### src/core/lamp_defines.vh
/*
 Constants for the lamp enable and blink control block: register
 offsets, field positions, reset values, timer figures and the clock
 rate. Assumes it is included by bare name from the core design files.
*/
// Notes on behaviour
// - level register at 0x05, reset 0x00, bit7 zero
// - level bit 6 enables status lamp blinking
// - level bit 5 enables current ramp up/down
// - level bits 4:0 current code, 0.5mA steps
// - timing register at 0x07, reset 0x00
// - timing bits 7:6 blink off 512..4096ms
// - timing bits 5:4 blink on 128..1024ms
// - timing bits 3:2 ramp-up 128..1024ms
// - timing bits 1:0 ramp-down 128..1024ms
// - enable register at 0x09, reset 0x00
// - bits 7:6 status lamp off/on/pin-gated
// - bits 5:3 torch direct channel enables
// - torch codes 101/110/111 gated by pin
// - bits 2:0 strobe direct channel enables
// - strobe codes 101/110/111 gated by pin
`ifndef LAMP_DEFINES_VH
`define LAMP_DEFINES_VH

// register offsets
`define LAMP_ADDR_LEVEL      8'h05
`define LAMP_ADDR_TIMING     8'h07
`define LAMP_ADDR_ENABLE     8'h09
`define LAMP_ADDR_STATUS     8'h0F
`define LAMP_RESET_VALUE     8'h00

// level register fields
`define LAMP_BLINK_BIT       6
`define LAMP_RAMP_BIT        5
`define LAMP_CODE_MSB        4

// timing register fields
`define LAMP_OFF_MSB         7
`define LAMP_OFF_LSB         6
`define LAMP_ON_MSB          5
`define LAMP_ON_LSB          4
`define LAMP_RU_MSB          3
`define LAMP_RU_LSB          2
`define LAMP_RD_MSB          1
`define LAMP_RD_LSB          0

// enable register fields
`define LAMP_SEL_MSB         7
`define LAMP_SEL_LSB         6
`define LAMP_TORCH_MSB       5
`define LAMP_TORCH_LSB       3
`define LAMP_STROBE_MSB      2
`define LAMP_STROBE_LSB      0
`define LAMP_SEL_ON          2'h2
`define LAMP_SEL_PIN         2'h3

// timer figures in ms, shortest setting of each field
`define LAMP_OFF_BASE_MS     13'h0200
`define LAMP_ON_BASE_MS      13'h0080
`define LAMP_RAMP_BASE_MS    13'h0080
// ramp spans 32 current steps, so one step is the selected ramp time/32 ms
`define LAMP_RAMP_STEP_SHIFT 5

// clock and millisecond tick
`define LAMP_CLK_PERIOD_NS   4
`define LAMP_TICK_NS         1000000
`define LAMP_TICK_CYCLES     (`LAMP_TICK_NS / `LAMP_CLK_PERIOD_NS)

`endif

### src/core/lamp_ms_divider.v
/*
 Millisecond tick divider: a one-cycle enable pulse every DIV cycles.
 Assumes a single free-running clock and an asynchronous low reset.
*/
`timescale 1ns/100ps
`default_nettype none

module lamp_ms_divider #(
   parameter integer DIV = 250000
) (
   // clock and reset
   input  wire        i_sys_clk,
   input  wire        i_arst_n,
   // control
   input  wire        i_restart,
   // tick out
   output reg         o_tick
);

   reg  [31:0] cnt_q;

   // restart keeps the first period whole after a state change
   always @(posedge i_sys_clk or negedge i_arst_n) begin
      if (!i_arst_n) begin
         cnt_q  <= 32'h00000000;
         o_tick <= 1'b0;
      end else if (i_restart) begin
         cnt_q  <= 32'h00000000;
         o_tick <= 1'b0;
      end else if (cnt_q == DIV - 1) begin
         cnt_q  <= 32'h00000000;
         o_tick <= 1'b1;
      end else begin
         cnt_q  <= cnt_q + 32'h00000001;
         o_tick <= 1'b0;
      end
   end

endmodule

`default_nettype wire

### src/core/lamp_channel_decode.v
/*
 Decoder for one three-bit high-current channel enable field.
 Assumes the gate pin is already synchronous to the system clock.
*/
`timescale 1ns/100ps
`default_nettype none

module lamp_channel_decode (
   // field and gate
   input  wire [2:0]  i_field,
   input  wire        i_gate,
   // channel enables, bit 0 is channel one
   output reg  [1:0]  o_enable
);

   // bit 2 selects pin gating; low bits name the channels
   // code 100 is unused and keeps both channels dark
   always @* begin
      case (i_field)
         3'h0:    o_enable = 2'h0;
         3'h1:    o_enable = 2'h1;
         3'h2:    o_enable = 2'h2;
         3'h3:    o_enable = 2'h3;
         3'h5:    o_enable = {1'b0, i_gate};
         3'h6:    o_enable = {i_gate, 1'b0};
         3'h7:    o_enable = {i_gate, i_gate};
         default: o_enable = 2'h0;
      endcase
   end

endmodule

`default_nettype wire

### src/core/lamp_enable_and_blink_control.v
/*
 Status lamp and high-current channel control: three host registers,
 the status lamp blink and ramp sequencer, and the torch and strobe
 channel enable decode.
 Offset 0x0F is a read-only view of the sequencer state.
 Assumes a register write/read port driven by the serial interface
 front end, synchronous to i_sys_clk, and a synchronous gate pin.
 The front end sends one-cycle strobes with address and data held
 for that cycle; a write and a read in the same cycle read the old
 value. The analog regulators sit outside and take the registered
 enables and current code below as plain levels.
*/
`timescale 1ns/100ps
`default_nettype none
`include "lamp_defines.vh"

module lamp_enable_and_blink_control #(
   parameter integer TICK_CYCLES = `LAMP_TICK_CYCLES
) (
   // clock and reset
   input  wire        i_sys_clk,
   input  wire        i_arst_n,
   // register port
   input  wire        i_reg_wr,
   input  wire        i_reg_rd,
   input  wire [7:0]  i_reg_addr,
   input  wire [7:0]  i_reg_wdata,
   output reg  [7:0]  o_reg_rdata,
   // external gate
   input  wire        i_lamp_gate_pin,
   // status lamp regulator
   output reg         o_status_lamp_on,
   output reg  [4:0]  o_status_lamp_level_code,
   // high-current channels
   output reg         o_torch_channel_one,
   output reg         o_torch_channel_two,
   output reg         o_strobe_channel_one,
   output reg         o_strobe_channel_two
);

   // status lamp sequencer overview:
   //   off  - dark, waits for the lamp to become active
   //   up   - ramp, one level per step interval
   //   on   - lit at the programmed code, times the blink on period
   //   down - ramp back to dark, one level per step interval
   //   dark - blink off period, lamp held at zero current
   // levels run 0..32: 0 is dark and n drives code n-1, so a
   // ramp step is a 32nd of the ramp time whatever code is programmed; a small code
   // simply reaches its target earlier than a large one
   // a state change restarts the ms tick so no period is cut short
   // one-hot keeps each state decode to a single flop

   // sequencer states, one-hot
   localparam [4:0] ST_OFF  = 5'h01;
   localparam [4:0] ST_UP   = 5'h02;
   localparam [4:0] ST_ON   = 5'h04;
   localparam [4:0] ST_DOWN = 5'h08;
   localparam [4:0] ST_DARK = 5'h10;

   // period of a two-bit selection: base doubled per step
   // used for all four timers, so the doubling rule lives once
   // the widest result, 4096 ms, still fits in 13 bits
   function [12:0] period_ms;
      input [12:0] base;
      input [1:0]  sel;
      begin
         period_ms = base << sel;
      end
   endfunction

   // host registers and sequencer flops; all reset to zero except state_q, which resets to ST_OFF
   // level bit 7 is reserved and not stored, so it always reads 0
   reg  [6:0]  level_q;       // bit 7 is not stored
   reg  [7:0]  timing_q;
   reg  [7:0]  enable_q;
   reg  [4:0]  state_q;
   reg  [4:0]  state_d;
   reg  [5:0]  lvl_q;         // 0 is dark, n drives code n-1
   reg  [5:0]  lvl_d;
   reg  [12:0] ms_q;
   reg  [12:0] ms_d;

   // decoded fields and timer lengths
   wire        blink_on;
   wire        ramp_on;
   wire [4:0]  status_lamp_level_code;
   wire [1:0]  status_lamp_select;
   wire [1:0]  blink_off_time;
   wire [1:0]  blink_on_time;
   wire [1:0]  ramp_up_time;
   wire [1:0]  ramp_down_time;
   wire [5:0]  target;
   wire        lamp_active;
   wire        tick;
   wire        restart;
   wire [12:0] ms_next;
   wire [12:0] on_ms;
   wire [12:0] off_ms;
   wire [12:0] up_step_ms;
   wire [12:0] down_step_ms;
   wire [1:0]  torch_en;
   wire [1:0]  strobe_en;

   // field views
   // plain slices of the stored registers, no extra state
   // target is the level that drives the programmed code
   assign blink_on               = level_q[`LAMP_BLINK_BIT];
   assign ramp_on                = level_q[`LAMP_RAMP_BIT];
   assign status_lamp_level_code = level_q[`LAMP_CODE_MSB:0];
   assign blink_off_time         = timing_q[`LAMP_OFF_MSB:`LAMP_OFF_LSB];
   assign blink_on_time          = timing_q[`LAMP_ON_MSB:`LAMP_ON_LSB];
   assign ramp_up_time           = timing_q[`LAMP_RU_MSB:`LAMP_RU_LSB];
   assign ramp_down_time         = timing_q[`LAMP_RD_MSB:`LAMP_RD_LSB];
   assign status_lamp_select     = enable_q[`LAMP_SEL_MSB:`LAMP_SEL_LSB];
   assign target                 = {1'b0, status_lamp_level_code} + 6'h01;

   // 00 and 01 both keep the lamp off
   // pin-gated mode follows the pin level directly, so the pin
   // starts and stops the sequence just like a register write
   assign lamp_active = (status_lamp_select == `LAMP_SEL_ON) ||
                        ((status_lamp_select == `LAMP_SEL_PIN) && i_lamp_gate_pin);

   // timer lengths in ms
   // blink periods are whole ms counts; ramp time is split into
   // 32 equal steps, which is exact since every ramp base is a
   // multiple of 32 ms
   // counting in ms ticks keeps the counter at 13 bits for 4096 ms
   assign off_ms       = period_ms(`LAMP_OFF_BASE_MS, blink_off_time);
   assign on_ms        = period_ms(`LAMP_ON_BASE_MS, blink_on_time);
   assign up_step_ms   = period_ms(`LAMP_RAMP_BASE_MS, ramp_up_time)
                         >> `LAMP_RAMP_STEP_SHIFT;
   assign down_step_ms = period_ms(`LAMP_RAMP_BASE_MS, ramp_down_time)
                         >> `LAMP_RAMP_STEP_SHIFT;
   assign ms_next      = ms_q + 13'h0001;

   // a state change restarts the tick so each period starts whole
   // without this a period could lose up to one ms at its start,
   // which matters for the short ramp steps
   assign restart = (state_d != state_q);

   // shared ms tick; TICK_CYCLES is shortened in simulation only
   lamp_ms_divider #(
      .DIV (TICK_CYCLES)
   ) u_ms (
      .i_sys_clk (i_sys_clk),
      .i_arst_n  (i_arst_n),
      .i_restart (restart),
      .o_tick    (tick)
   );

   // torch and strobe fields share one decoder design
   // pin gating is combinational here and registered at the outputs
   lamp_channel_decode u_torch (
      .i_field  (enable_q[`LAMP_TORCH_MSB:`LAMP_TORCH_LSB]),
      .i_gate   (i_lamp_gate_pin),
      .o_enable (torch_en)
   );

   lamp_channel_decode u_strobe (
      .i_field  (enable_q[`LAMP_STROBE_MSB:`LAMP_STROBE_LSB]),
      .i_gate   (i_lamp_gate_pin),
      .o_enable (strobe_en)
   );

   // register map:
   //   0x05 level  : blink_on, ramp_on, status_lamp_level_code
   //   0x07 timing : blink_off_time, blink_on_time, ramp times
   //   0x09 enable : status_lamp_select, torch and strobe fields
   //   0x0F status : read only, writes are ignored
   // any other offset is ignored on write and reads zero
   // writes land at the strobe edge and act from the next cycle

   // register writes; reserved bit 7 of level is dropped
   always @(posedge i_sys_clk or negedge i_arst_n) begin
      if (!i_arst_n) begin
         level_q  <= 7'h00;
         timing_q <= `LAMP_RESET_VALUE;
         enable_q <= `LAMP_RESET_VALUE;
      end else if (i_reg_wr) begin
         case (i_reg_addr)
            `LAMP_ADDR_LEVEL:  level_q  <= i_reg_wdata[6:0];
            `LAMP_ADDR_TIMING: timing_q <= i_reg_wdata;
            `LAMP_ADDR_ENABLE: enable_q <= i_reg_wdata;
            default: ;
         endcase
      end
   end

   // read data registered; unmapped offsets read zero
   // data holds between reads so a slow front end can shift it out
   // status view: lamp on flag and the internal level 0..32
   always @(posedge i_sys_clk or negedge i_arst_n) begin
      if (!i_arst_n) begin
         o_reg_rdata <= 8'h00;
      end else if (i_reg_rd) begin
         case (i_reg_addr)
            `LAMP_ADDR_LEVEL:  o_reg_rdata <= {1'b0, level_q};
            `LAMP_ADDR_TIMING: o_reg_rdata <= timing_q;
            `LAMP_ADDR_ENABLE: o_reg_rdata <= enable_q;
            `LAMP_ADDR_STATUS: o_reg_rdata <= {1'b0, o_status_lamp_on, lvl_q};
            default:           o_reg_rdata <= 8'h00;
         endcase
      end
   end

   // status lamp sequencer
   // tick counts ms inside each state; ms_q is cleared on every
   // transition and every ramp step, so the next interval is whole
   always @* begin
      state_d = state_q;
      lvl_d   = lvl_q;
      ms_d    = tick ? ms_next : ms_q;
      case (state_q)
         // dark and idle until the lamp becomes active
         ST_OFF: begin
            lvl_d = 6'h00;
            ms_d  = 13'h0000;
            if (lamp_active) begin
               state_d = ramp_on ? ST_UP : ST_ON;
               lvl_d   = ramp_on ? 6'h00 : target;
            end
         end

         // climb one level per step until the target is reached
         ST_UP: begin
            if (!lamp_active) begin
               state_d = ST_DOWN;
               ms_d    = 13'h0000;
            end else if (!ramp_on || lvl_q >= target) begin
               state_d = ST_ON;
               lvl_d   = target;
               ms_d    = 13'h0000;
            end else if (tick && ms_next >= up_step_ms) begin
               lvl_d = lvl_q + 6'h01;
               ms_d  = 13'h0000;
            end
         end

         // lit; the blink on period runs only while blinking
         ST_ON: begin
            lvl_d = target; // follows code writes while lit
            if (!lamp_active) begin
               state_d = ramp_on ? ST_DOWN : ST_OFF;
               lvl_d   = ramp_on ? target : 6'h00;
               ms_d    = 13'h0000;
            end else if (!blink_on) begin
               ms_d = 13'h0000;
            end else if (tick && ms_next >= on_ms) begin
               state_d = ramp_on ? ST_DOWN : ST_DARK;
               lvl_d   = ramp_on ? target : 6'h00;
               ms_d    = 13'h0000;
            end
         end

         // fall one level per step; ramp off ends it at once
         ST_DOWN: begin
            if (lvl_q == 6'h00 || !ramp_on) begin
               state_d = (lamp_active && blink_on) ? ST_DARK : ST_OFF;
               lvl_d   = 6'h00;
               ms_d    = 13'h0000;
            end else if (tick && ms_next >= down_step_ms) begin
               lvl_d = lvl_q - 6'h01;
               ms_d  = 13'h0000;
            end
         end

         // blink off period, then light again
         ST_DARK: begin
            lvl_d = 6'h00;
            if (!lamp_active || !blink_on) begin
               state_d = ST_OFF;
               ms_d    = 13'h0000;
            end else if (tick && ms_next >= off_ms) begin
               state_d = ramp_on ? ST_UP : ST_ON;
               lvl_d   = ramp_on ? 6'h00 : target;
               ms_d    = 13'h0000;
            end
         end

         // an illegal code falls back to dark and idle
         default: begin
            state_d = ST_OFF;
            lvl_d   = 6'h00;
            ms_d    = 13'h0000;
         end
      endcase
   end

   // sequencer state
   always @(posedge i_sys_clk or negedge i_arst_n) begin
      if (!i_arst_n) begin
         state_q <= ST_OFF;
         lvl_q   <= 6'h00;
         ms_q    <= 13'h0000;
      end else begin
         state_q <= state_d;
         lvl_q   <= lvl_d;
         ms_q    <= ms_d;
      end
   end

   // registered status lamp outputs; level taken from the next
   // state so the regulator sees a change in the same cycle as lvl_q
   always @(posedge i_sys_clk or negedge i_arst_n) begin
      if (!i_arst_n) begin
         o_status_lamp_on         <= 1'b0;
         o_status_lamp_level_code <= 5'h00;
      end else begin
         o_status_lamp_on         <= (lvl_d != 6'h00);
         o_status_lamp_level_code <= (lvl_d == 6'h00) ? 5'h00 : lvl_d[4:0] - 5'h01;
      end
   end

   // registered channel enables; the pin reaches them in one cycle
   // no interlock between torch and strobe, the analog side
   // decides which current wins when both are enabled
   always @(posedge i_sys_clk or negedge i_arst_n) begin
      if (!i_arst_n) begin
         o_torch_channel_one  <= 1'b0;
         o_torch_channel_two  <= 1'b0;
         o_strobe_channel_one <= 1'b0;
         o_strobe_channel_two <= 1'b0;
      end else begin
         o_torch_channel_one  <= torch_en[0];
         o_torch_channel_two  <= torch_en[1];
         o_strobe_channel_one <= strobe_en[0];
         o_strobe_channel_two <= strobe_en[1];
      end
   end

   // limitations: a code write while ramping up moves the end level at once,
   // one while ramping down shows at the next lit phase; a pin glitch of one cycle reaches the channel
   // enables, since the pin is taken as already clean; timing
   // figures hold only while TICK_CYCLES matches one ms of clock

endmodule

`default_nettype wire

### config.mk
export PLATFORM = sky130hd
export DESIGN_NAME = lamp_enable_and_blink_control
export DESIGN_NICKNAME = d
export VERILOG_FILES = /design/src/core/lamp_ms_divider.v /design/src/core/lamp_channel_decode.v /design/src/core/lamp_enable_and_blink_control.v
export VERILOG_INCLUDE_DIRS = /design/src /design/src/core
export SDC_FILE = /design/constraint.sdc
export NUM_CORES = 1
export LEC_CHECK = 0
export BUFFER_PORTS_ARGS = -buffer_cell sky130_fd_sc_hd__buf_2
export CORE_MARGIN = 2
export CORE_UTILIZATION = 25
export CTS_CLUSTER_SIZE = 14
export DETAILED_ROUTE_END_ITERATION = 10
export PLACE_DENSITY = 0.39
export SLEW_MARGIN = 20
export SYNTH_ARGS = -nofsm -noshare
export SYNTH_HDL_FRONTEND = slang
export SYNTH_SLANG_ARGS = --single-unit
### constraint.sdc
create_clock -name i_sys_clk -period 4.6 [get_ports i_sys_clk]
set_input_delay 0.46 -clock i_sys_clk [delete_from_list [all_inputs] [get_ports i_sys_clk]]
set_output_delay 0.46 -clock i_sys_clk [all_outputs]
set_load 0.005 [all_outputs]
==> results of run 1 <==
-- how the worst max path moves through the flow --
stage / slack [ps] / depth (start not counted) / to
2_1_floorplan: 930 / 17 / o_status_lamp_level_code[2]
3_3_place_gp: 440 / 17 / o_status_lamp_level_code[3]
3_5_place_dp: 330 / 19 / o_status_lamp_level_code[2]
4_1_cts: 320 / 19 / o_status_lamp_level_code[2]
5_1_grt: 40 / 19 / o_status_lamp_level_code[2]
6_report: 360 / 16 / o_status_lamp_level_code[2]
-- critical path: stages (launching register included) --
cell      delay, ps
dfrtp_1         480
nand4_4         200
or4_4           550
nand2_1         120
ha_1            250
o311ai_0        410
a31oi_1         120
a211oi_1        290
o211ai_1        250
o21ai_0         240
o211ai_1        220
inv_1           140
ha_1            170
inv_1            40
a2111o_1        340
nor4_4          230
nor2_1           90
-- power by group --
| part | internal (W) | switching [W] | leakage [nW] |
|---|---|---|---|
| registers | 0.000901 | 0.0000448 | 1.35 |
| logic | 0.0000735 | 0.000105 | 1.56 |
| clock network | 0.000430 | 0.000367 | 0.145 |
-- stage by stage --
step	area, µm²	total power [W]	util, %	hold WS, ps
6_report	6870	0.00192	29.2	252
5_1_grt	6870	0.00202	29.2	326
3_5_place_dp	6550	0.00115	27.8	492
2_1_floorplan	6030	0.00106	-	164
3_3_place_gp	6550	0.00114	27.8	478
4_1_cts	6850	0.00195	29.1	286
-- repair_timing --
| item | CTS | global route |
|---|---|---|
| buffers inserted | 0 | 2 |
| gates resized for setup | 0 | 3 |
| endpoints found under the hold margin | 0 | 0 |
| endpoints found under the setup margin | 0 | 5 |
-- area by class of cell --
type                            instances  share of cell area [%]
Inverter                               33                    1.80
Clock buffer                           10                    3.33
Timing Repair Buffer                   44                    3.46
Multi-Input combinational cell        490                    48.8
Sequential cell                        98                    35.7
Clock inverter                          6                    1.04
Tap cell                              319                    5.81
-- state kept, by name, summed over array words and instances, names as in the netlist --
name                      cells
enable_q                      8
level_q                       7
lvl_q                         6
ms_q                         13
o_reg_rdata                   8
o_status_lamp_level_code      5
o_status_lamp_on              1
o_strobe_channel_one          1
o_strobe_channel_two          1
o_torch_channel_one           1
o_torch_channel_two           1
state_q                       5
timing_q                      8
u_ms.cnt_q                   32
u_ms.o_tick                   1
-- cells in the final DEF (no fill, tap or decap), types with 3 or more instances in the layout --
master / synthesis / final
mux2i_1: 4 / 4
a22o_1: 7 / 7
or2_2: 8 / 8
nand2b_1: 13 / 13
a21oi_1: 9 / 9
o31ai_1: 4 / 4
nand2_1: 49 / 49
and2_1: 6 / 6
a211oi_1: 6 / 6
o21ai_1: 3 / 3
nand4_1: 16 / 16
and3_1: 11 / 11
nor3_1: 15 / 15
xor2_1: 31 / 31
nor4_1: 10 / 10
nand3_1: 28 / 28
inv_1: 33 / 33
nor2_1: 87 / 86
o22ai_1: 10 / 10
or3_1: 6 / 6
a21o_1: 3 / 3
xnor2_1: 25 / 25
buf_4: 0 / 7
dfrtp_1: 97 / 95
a221oi_1: 8 / 8
clkbuf_16: 0 / 9
o21ai_0: 18 / 18
o21bai_1: 3 / 3
ha_1: 28 / 28
nor2b_1: 6 / 6
mux2_2: 26 / 26
buf_2: 2 / 37
a31oi_1: 3 / 3
-- kinds of logic (layout without fill, tap and decap cells) --
kind of cell | after synthesis | count (layout) | synth area share, %
buf+inv | 55 | 93 | 3.61
fa+ha+maj | 28 | 28 | 5.81
mux | 30 | 30 | 5.52
simple gates | 272 | 272 | 22.9
xor+xnor | 56 | 56 | 8.14
compound gates | 104 | 104 | 13.3
flops | 98 | 98 | 40.7
-- routing by layer --
layer	track usage, %	routed length (µm)	vias up
met5	0	0	-
met4	3.35	121	0
met3	2.63	678	8
met2	20.7	7170	108
met1	17.3	7840	2392
li1	-	-	2366
==> flow_metrics.env, run 1 <==
export IMPL_outcome="finished clean"
export IMPL_maxSlewHeadroom_pct=37.9
export IMPL_vias=4874
export IMPL_finalNonFillerCells=1000
export IMPL_regArea_um2=2460
export IMPL_layout_min_cycle_time_ps=4240
export IMPL_h_tree_depth=3
export IMPL_cts_reportedPaths_clkPinSlew_ps=80
export IMPL_max_vdd_ir_drop_uv=153
export IMPL_synth_cell_area_um2=6030
export IMPL_rr_worst_depth=16
export IMPL_post_drt_wl_per_cell_um=15.8
export IMPL_ios=39
export IMPL_area_growth_pct=14.1
export IMPL_drc=0
export IMPL_setup_worst_path_class="reg2reg"
export IMPL_synth_seq_cells=98
export IMPL_hold_viol_final=0
export IMPL_start_util_pct=25.6
export IMPL_async_flop_share_pct=100
export IMPL_antenna_left=0
export IMPL_cts_root_buf="clkbuf_16"
export IMPL_ys_top_cells_by_area="dfrtp_1 (40%), ha_1 (5.8%), nor2_1 (5.4%)"
export IMPL_grt_pass1_wl_um=26100
export IMPL_arrival_ps=4490
export IMPL_max_cap_violations=0
export IMPL_fillers=2539
export IMPL_grt_max_degree=69
export IMPL_ctsHoldBuffers=0
export IMPL_ys_seq_area_share_pct=40.7
export IMPL_fin_nets=725
export IMPL_yosysWarningCount=0
export IMPL_max_freq_ghz=0.236
export IMPL_place_congestion=0.810
export IMPL_setup_violations=0
export IMPL_fp_dieH_um=159
export IMPL_synth_area_leader_cell="dfrtp_1"
export IMPL_cp_required_ps=4840
export IMPL_viasPerCell=4.87
export IMPL_antenna_found_initial=0
export IMPL_worst_slack_ps=356
export IMPL_hpwl_um=11600
export IMPL_gr_total_overflow=0
export IMPL_worstReg2RegStart="ms_q[5]"
export IMPL_ys_flop_type="dfrtp_1"
export IMPL_grt_use_total_pct=12.7
export IMPL_rsz0062_at_grt="false"
export IMPL_critPathLaunchType="register"
export IMPL_die_x_um=159
export IMPL_skew_ps=14.4
export IMPL_p_per_area_nw_per_um2=279
export IMPL_leakagePower_nw=3.05
export IMPL_synthCells=643
export IMPL_wl_um=15800
export IMPL_syn_avg_cell_area_um2=9.37
export IMPL_diodes=0
export IMPL_hp_class="in2async"
export IMPL_first_pass_iters=4
export IMPL_crit_path_start="ms_q[5]"
export IMPL_drtIter0Drc=236
export IMPL_crit_path_max_fanout=8
export IMPL_tns_ps=0
export IMPL_netlist_area_leader_share_pct=40.3
export IMPL_drive_gt1_share_pct=16.4
export IMPL_clk_latency_ps=360
export IMPL_drv_slew=0
export IMPL_synth_cell_type_count=71
export IMPL_rr_endpoint="o_status_lamp_level_code[2]"
export IMPL_cts_buffer_depth=2
export IMPL_grt_pass1_vias=4899
export IMPL_dp_cells=982
export IMPL_period_share_pct=92.3
export IMPL_cts_buffers=9
export IMPL_cts_tree="built"
export IMPL_core_um2=23500
export IMPL_io_buffers=38
export IMPL_ff2ff_setup_slack_ps=360
export IMPL_cp_end_kind="register"
export IMPL_rows=56
export IMPL_worst_pin_slew_ps=931
export IMPL_syn_nets=692
export IMPL_yosysMostFrequentCell="dfrtp_1"
export IMPL_die_area_um2=25400
export IMPL_pre_cts_slack_ps=330
export IMPL_clock_sinks=98
export IMPL_synth_edf_count=0
export IMPL_multi_input_area_um2=3360
export IMPL_synth_common_cells="dfrtp_1 (97), nor2_1 (87), nand2_1 (49), inv_1 (33), xor2_1 (31)"
Power figures use the tool's default switching activity.
==> inputs of run 2 (changes only) <==
--- a/config.mk
+++ b/config.mk
@@ -15,4 +15,5 @@
 export SLEW_MARGIN = 20
 export SYNTH_ARGS = -nofsm -noshare
 export SYNTH_HDL_FRONTEND = slang
+export SYNTH_HIERARCHICAL = 1
 export SYNTH_SLANG_ARGS = --single-unit
==> flow_metrics.env, run 2 <==
export IMPL_grt_use_total_pct=14.0
export IMPL_top_register="u_ms/cnt_q"
export IMPL_diodes=0
export IMPL_io_buffers=38
export IMPL_synth_cell_area_um2=6250
export IMPL_power_frac_comb_pct=10.0
export IMPL_largest_reg_flops=32
export IMPL_clock_sinks=98
export IMPL_core_um2=24500
export IMPL_cts_buffer_depth=2
export IMPL_syn_nets=708
export IMPL_p_per_area_nw_per_um2=277
export IMPL_rr_worst_depth=18
export IMPL_cpMostUsedCell="ha_1"
export IMPL_ys_seq_area_share_pct=39.3
export IMPL_vias=5241
export IMPL_post_drt_wl_per_cell_um=17.3
export IMPL_drive_gt1_share_pct=17.7
export IMPL_p_sw_w=0.000532
export IMPL_reg_top3="u_ms/cnt_q: 32 flops, ms_q: 13 flops"
export IMPL_gr_total_overflow=0
export IMPL_arrival_ps=4420
export IMPL_critPathLaunchType="register"
export IMPL_antenna_found_initial=0
export IMPL_drv_slew=0
export IMPL_cp_num_cells=18
export IMPL_async_flop_share_pct=100
export IMPL_cts_reportedPaths_clkPinSlew_ps=70
export IMPL_power_w=0.00198
export IMPL_leakagePower_nw=3.05
export IMPL_grt_pass1_vias=5337
export IMPL_syn_avg_cell_area_um2=9.48
export IMPL_grt_pass1_wl_um=29200
export IMPL_cp_slowest_stage_delay_ps=440
export IMPL_rows=57
export IMPL_ys_flop_type="dfrtp_1"
export IMPL_layout_commonest_cell="dfrtp_1"
export IMPL_antenna_left=0
export IMPL_synth_seq_cells=98
export IMPL_switching_share_pct=26.9
export IMPL_synth_compound_area_share_pct=16.3
export IMPL_fin_nets=743
export IMPL_viasPerCell=5.12
export IMPL_h_tree_depth=3
export IMPL_synth_simple_gate_area_share_pct=24.0
export IMPL_skew_ps=11.7
export IMPL_synth_area_leader_cell="dfrtp_1"
export IMPL_first_pass_iters=6
export IMPL_die_x_um=162
export IMPL_max_cap_violations=0
export IMPL_maxSlewHeadroom_pct=37.0
export IMPL_p_seq_share_pct=48.2
export IMPL_cp_end_kind="register"
export IMPL_place_congestion=0.840
export IMPL_fp_dieH_um=162
export IMPL_postCtsSetupBuffers=0
export IMPL_yosysWarningCount=6
export IMPL_rsz0062_at_grt="false"
export IMPL_synth_edf_count=0
export IMPL_path_cells="ha_1 -> and4_1 -> and3_1 -> nand3_1 -> xnor2_1 -> ha_1 -> a21oi_1 -> o21ai_0 -> nor3_2 -> o41ai_1 -> a211oi_1 -> buf_4 -> o221ai_2 -> a311oi_2 -> ha_1 -> nor4bb_1 -> and4_2 -> nor2_1"
export IMPL_die_area_um2=26300
export IMPL_cts_root_buf="clkbuf_16"
export IMPL_ys_top_cells_by_area="dfrtp_1 (39%), ha_1 (5.6%), mux2_2 (4.1%)"
export IMPL_hp_class="in2async"
export IMPL_start_util_pct=25.5
export IMPL_power_frac_clock_pct=41.7
export IMPL_hold_ws_ps=189
export IMPL_layout_min_cycle_time_ps=4180
export IMPL_tns_ps=0
export IMPL_wl_um=17700
export IMPL_max_vdd_ir_drop_uv=203
export IMPL_drc=0
export IMPL_worst_slack_ps=417
export IMPL_setup_worst_path_class="reg2reg"
export IMPL_clk_latency_ps=360
export IMPL_cp_required_ps=4840
export IMPL_synth_top_family_by_area="simple AND/OR/NAND/NOR gates"
export IMPL_area_growth_pct=14.5
export IMPL_slowest_stage="dfrtp_1"
export IMPL_outcome="finished clean"
export IMPL_crit_path_max_fanout=6
export IMPL_cp_top_family="simple AND/OR/NAND/NOR gates"
export IMPL_synth_fa_ha_area_share_pct=5.61
export IMPL_cts_buffers=9
export IMPL_yosysMostFrequentCell="dfrtp_1"
export IMPL_netlist_area_leader_share_pct=38.9
export IMPL_pre_cts_slack_ps=271
export IMPL_period_share_pct=90.9
export IMPL_synth_area_mux_share_pct=4.79
export IMPL_max_freq_ghz=0.239
export IMPL_cts_tree="built"
export IMPL_setup_violations=0
export IMPL_p_int_w=0.00145
export IMPL_hold_viol_final=0
export IMPL_synth_xor_area_share_pct=5.75
export IMPL_synth_cell_type_count=77
export IMPL_ios=39
export IMPL_synth_common_cells="dfrtp_1 (97), nor2_1 (49), nand2_1 (43), a21oi_1 (38), inv_1 (29)"
export IMPL_crit_buf_inv=1
export IMPL_layout_common_cells="dfrtp_1 (96), nor2_1 (49), nand2_1 (43)"
export IMPL_hpwl_um=13000
export IMPL_worst_pin_slew_ps=938
export IMPL_synthCells=659
export IMPL_drtIter0Drc=385
export IMPL_grt_max_degree=69
==> run 2: cell types whose count changed after synthesis, sizes merged, moves of 8 or more <==
| cell | before | now |
|---|---|---|
| a21oi | 9 | 38 |
| xnor2 | 25 | 15 |
| buf | 4 | 12 |
| a21boi | 0 | 8 |
| a222oi | 0 | 8 |
| or4 | 3 | 17 |
| nand4 | 17 | 26 |
| nor2 | 87 | 49 |
==> run 2: final cells by class <==
type / instances / area (µm²)
Clock buffer: 11 / 253
Clock inverter: 5 / 67.6
Fill cell: 2588 / 17300
Inverter: 30 / 113
Multi-Input combinational cell: 501 / 3550
Sequential cell: 98 / 2450
Tap cell: 324 / 405
Timing Repair Buffer: 54 / 313
==> run 2: path summary, 6_finish.rpt <==
path | endpoint | startpoint | slack [ps]
max in group asynchronous | ms_q[0] | i_arst_n | 3430
setup reg to reg | o_status_lamp_level_code[1] | ms_q[1] | 420
min in group i_sys_clk | enable_q[4] | i_reg_wdata[4] | 370
setup / recovery | o_status_lamp_level_code[1] | ms_q[1] | 420
hold / removal | ms_q[11] | i_arst_n | 190
hold reg to reg | u_ms/cnt_q[0] | u_ms/cnt_q[0] | 510
==> run 2: timing repair <==
| item | CTS | global route |
|---|---|---|
| hold buffers | 0 | 0 |
| endpoints found under the setup margin | 0 | 9 |
| resized for setup | 0 | 4 |
==> run 2: per-layer routing <==
layer	share of wire, %	vias to the layer above	track usage (%)
li1	-	2523	-
met1	51	2589	20.7
met2	43	111	21.0
met3	4.1	18	2.15
met4	1.7	0	4.26
met5	0	-	0
==> run 2: cells by family after synthesis <==
family                     Yosys count
and+or+nand+nor                    263
xor gates and xnor gates            41
muxes                               27
DFF                                 98
buffers and inverters               60
adders and majority gates           28
AOI/OAI and AO/OA                  142
==> run 2: through the flow <==
stage          std cells  cell area [µm²]  utilization (%)
6_report            1023             7150             29.2
5_1_grt             1023             7150             29.2
4_1_cts             1023             7140             29.2
3_5_place_dp        1007             6820             27.9
3_3_place_gp        1007             6820             27.9
2_1_floorplan        659             6250                -
==> run 2: power groups by stage <==
| stage | Sequential, W | Combinational [W] | Clock, W |
|---|---|---|---|
| after floorplan | 0.000948 | 0.000130 | 0 |
| after global placement | 0.000970 | 0.000197 | 0 |
| after detailed placement | 0.000970 | 0.000203 | 0 |
| after CTS | 0.000954 | 0.000204 | 0.000853 |
| after global routing | 0.000962 | 0.000228 | 0.000895 |
| final | 0.000955 | 0.000199 | 0.000825 |
==> inputs of run 3 (changes only) <==
--- a/config.mk
+++ b/config.mk
@@ -8,10 +8,10 @@
 export LEC_CHECK = 0
 export BUFFER_PORTS_ARGS = -buffer_cell sky130_fd_sc_hd__buf_2
 export CORE_MARGIN = 2
-export CORE_UTILIZATION = 25
+export CORE_UTILIZATION = 49
 export CTS_CLUSTER_SIZE = 14
 export DETAILED_ROUTE_END_ITERATION = 10
-export PLACE_DENSITY = 0.39
+export PLACE_DENSITY = 0.66
 export SLEW_MARGIN = 20
 export SYNTH_ARGS = -nofsm -noshare
 export SYNTH_HDL_FRONTEND = slang
==> flow_metrics.env, run 3 (same netlist as run 2, synthesis figures left out) <==
export IMPL_hpwl_um=11000
export IMPL_pre_cts_slack_ps=124
export IMPL_rows=41
export IMPL_fin_nets=740
export IMPL_arrival_ps=4580
export IMPL_p_per_area_nw_per_um2=286
export IMPL_outcome="finished clean"
export IMPL_cts_reportedPaths_clkPinSlew_ps=70
export IMPL_critPathLaunchType="register"
export IMPL_cts_buffers=9
export IMPL_die_x_um=117
export IMPL_max_cap_violations=0
export IMPL_max_freq_ghz=0.233
export IMPL_area_growth_pct=12.0
export IMPL_first_pass_iters=5
export IMPL_setup_worst_path_class="reg2reg"
export IMPL_slowest_stage="dfrtp_1"
export IMPL_layout_min_cycle_time_ps=4300
export IMPL_top_register="u_ms/cnt_q"
export IMPL_clock_sinks=98
export IMPL_reg_top3="u_ms/cnt_q: 32 flops, ms_q: 13 flops"
export IMPL_hold_ws_ps=149
export IMPL_antenna_left=0
export IMPL_antenna_found_initial=0
export IMPL_cts_root_buf="clkbuf_16"
export IMPL_grt_pass1_wl_um=24700
export IMPL_viasPerCell=6.06
export IMPL_cts_tree="built"
export IMPL_die_area_um2=13700
export IMPL_grt_use_total_pct=23.1
export IMPL_start_util_pct=49.9
export IMPL_cpMostUsedCell="a21oi_1"
export IMPL_finalNonFillerCells=868
export IMPL_maxSlewHeadroom_pct=41.0
export IMPL_drv_slew=0
export IMPL_clk_latency_ps=360
export IMPL_fp_dieH_um=117
export IMPL_worst_slack_ps=301
export IMPL_cp_end_kind="register"
export IMPL_hold_viol_final=0
export IMPL_cp_slowest_stage_delay_ps=460
export IMPL_diodes=0
export IMPL_gr_total_overflow=0
export IMPL_fillers=1131
export IMPL_leakagePower_nw=3.06
export IMPL_vias=5259
export IMPL_setup_violations=0
export IMPL_period_share_pct=93.5
export IMPL_cp_required_ps=4880
export IMPL_post_drt_wl_per_cell_um=17.5
export IMPL_regArea_um2=2460
export IMPL_wl_um=15200
export IMPL_max_vdd_ir_drop_uv=214
export IMPL_worstReg2RegStart="ms_q[1]"
export IMPL_path_cells="nand3_4 -> nor4_1 -> buf_4 -> xor2_1 -> ha_1 -> a21oi_1 -> a22oi_1 -> o311a_1 -> a31oi_2 -> nor2_1 -> a21oi_1 -> o311ai_0 -> o21ai_0 -> nand4b_1 -> inv_1 -> o41ai_4 -> buf_12 -> a21oi_1"
export IMPL_crit_path_start="ms_q[1]"
export IMPL_rsz0062_at_grt="false"
export IMPL_hp_class="in2async"
export IMPL_layout_common_cells="dfrtp_1 (94), nor2_1 (49), nand2_1 (43)"
export IMPL_place_congestion=0.937
export IMPL_ios=39
export IMPL_drtIter0Drc=557
export IMPL_worst_pin_slew_ps=879
export IMPL_rr_endpoint="u_ms/cnt_q[28]"
export IMPL_grt_pass1_vias=4798
export IMPL_layout_commonest_cell="dfrtp_1"
export IMPL_cp_endpoint="u_ms/cnt_q[28]"
export IMPL_rr_worst_depth=18
export IMPL_largest_reg_flops=32
export IMPL_dp_cells=852
export IMPL_h_tree_depth=3
export IMPL_ff2ff_setup_slack_ps=300
export IMPL_io_buffers=38
export IMPL_post_route_util_pct=55.9
export IMPL_cts_buffer_depth=2
export IMPL_skew_ps=9.73
export IMPL_drc=0
export IMPL_core_um2=12500
export IMPL_crit_path_max_fanout=22
export IMPL_drive_gt1_share_pct=17.8
export IMPL_grt_max_degree=52
export IMPL_tns_ps=0
export IMPL_multi_input_area_um2=3570
==> run 3: cell types whose count changed in the layout (fill, tap and decap cells not counted), moves of 2 or more <==
cell | before | now
dfrtp_2 | 1 | 3
buf_4 | 17 | 13
clkinvlp_4 | 0 | 2
dfrtp_1 | 96 | 94
clkbuf_8 | 2 | 0
clkinv_4 | 2 | 0
==> run 3: final cells by class <==
type	count	share of cell area (%)
repair buffers	51	4.33
clock buffers	9	3.22
clock inverters	7	1.59
well taps	172	3.08
flip-flops and latches	98	35.1
inverters	30	1.61
multi-input cells	501	51.1
==> run 3: worst min path at each step <==
stage                              from       endpoint  slack [ps]  cells past startpoint
after floorplan                i_arst_n    enable_q[0]         160                      0
after global placement    u_ms/cnt_q[0]  u_ms/cnt_q[0]         470                      1
after detailed placement  u_ms/cnt_q[0]  u_ms/cnt_q[0]         480                      1
after CTS                      i_arst_n        ms_q[3]         180                      1
after global routing           i_arst_n        ms_q[1]         200                      1
final                          i_arst_n        ms_q[1]         150                      1
==> run 3: what timing repair did <==
action | CTS | global route
resized for setup | 0 | 9
endpoints found under the hold margin | 0 | 0
hold buffers | 0 | 0
setup buffers | 0 | 0
endpoints found under the setup margin | 0 | 28
==> run 3: power by group <==
group	internal, W	switching (W)
Combinational	0.0000901	0.000118
Sequential	0.000902	0.0000461
Clock	0.000487	0.000357
==> run 3: worst max-delay path, delay by kind of cell, from the launching register on <==
| kind | cells | cell delay (ps) |
|---|---|---|
| AO/OA/AOI/OAI | 9 | 1860 |
| XOR/XNOR | 1 | 290 |
| adder cells (fa/ha/maj) | 1 | 310 |
| buffers and inverters | 3 | 570 |
| flip-flops | 1 | 460 |
| AND/OR/NAND/NOR | 4 | 740 |
==> run 3: through the flow <==
stage,cell area (µm²),power (W)
after global placement,6620,0.00116
after detailed placement,6620,0.00117
after global routing,7000,0.00209
after CTS,6950,0.00202
final,7000,0.00200
after floorplan,6250,0.00108
==> run 3: per-layer routing <==
layer	vias to the layer above	GRT usage (%)	routed length, µm
li1	2519	-	-
met1	2555	34.6	7440
met2	166	34.0	6830
met3	19	3.19	738
met4	0	8.86	214
met5	-	0	0
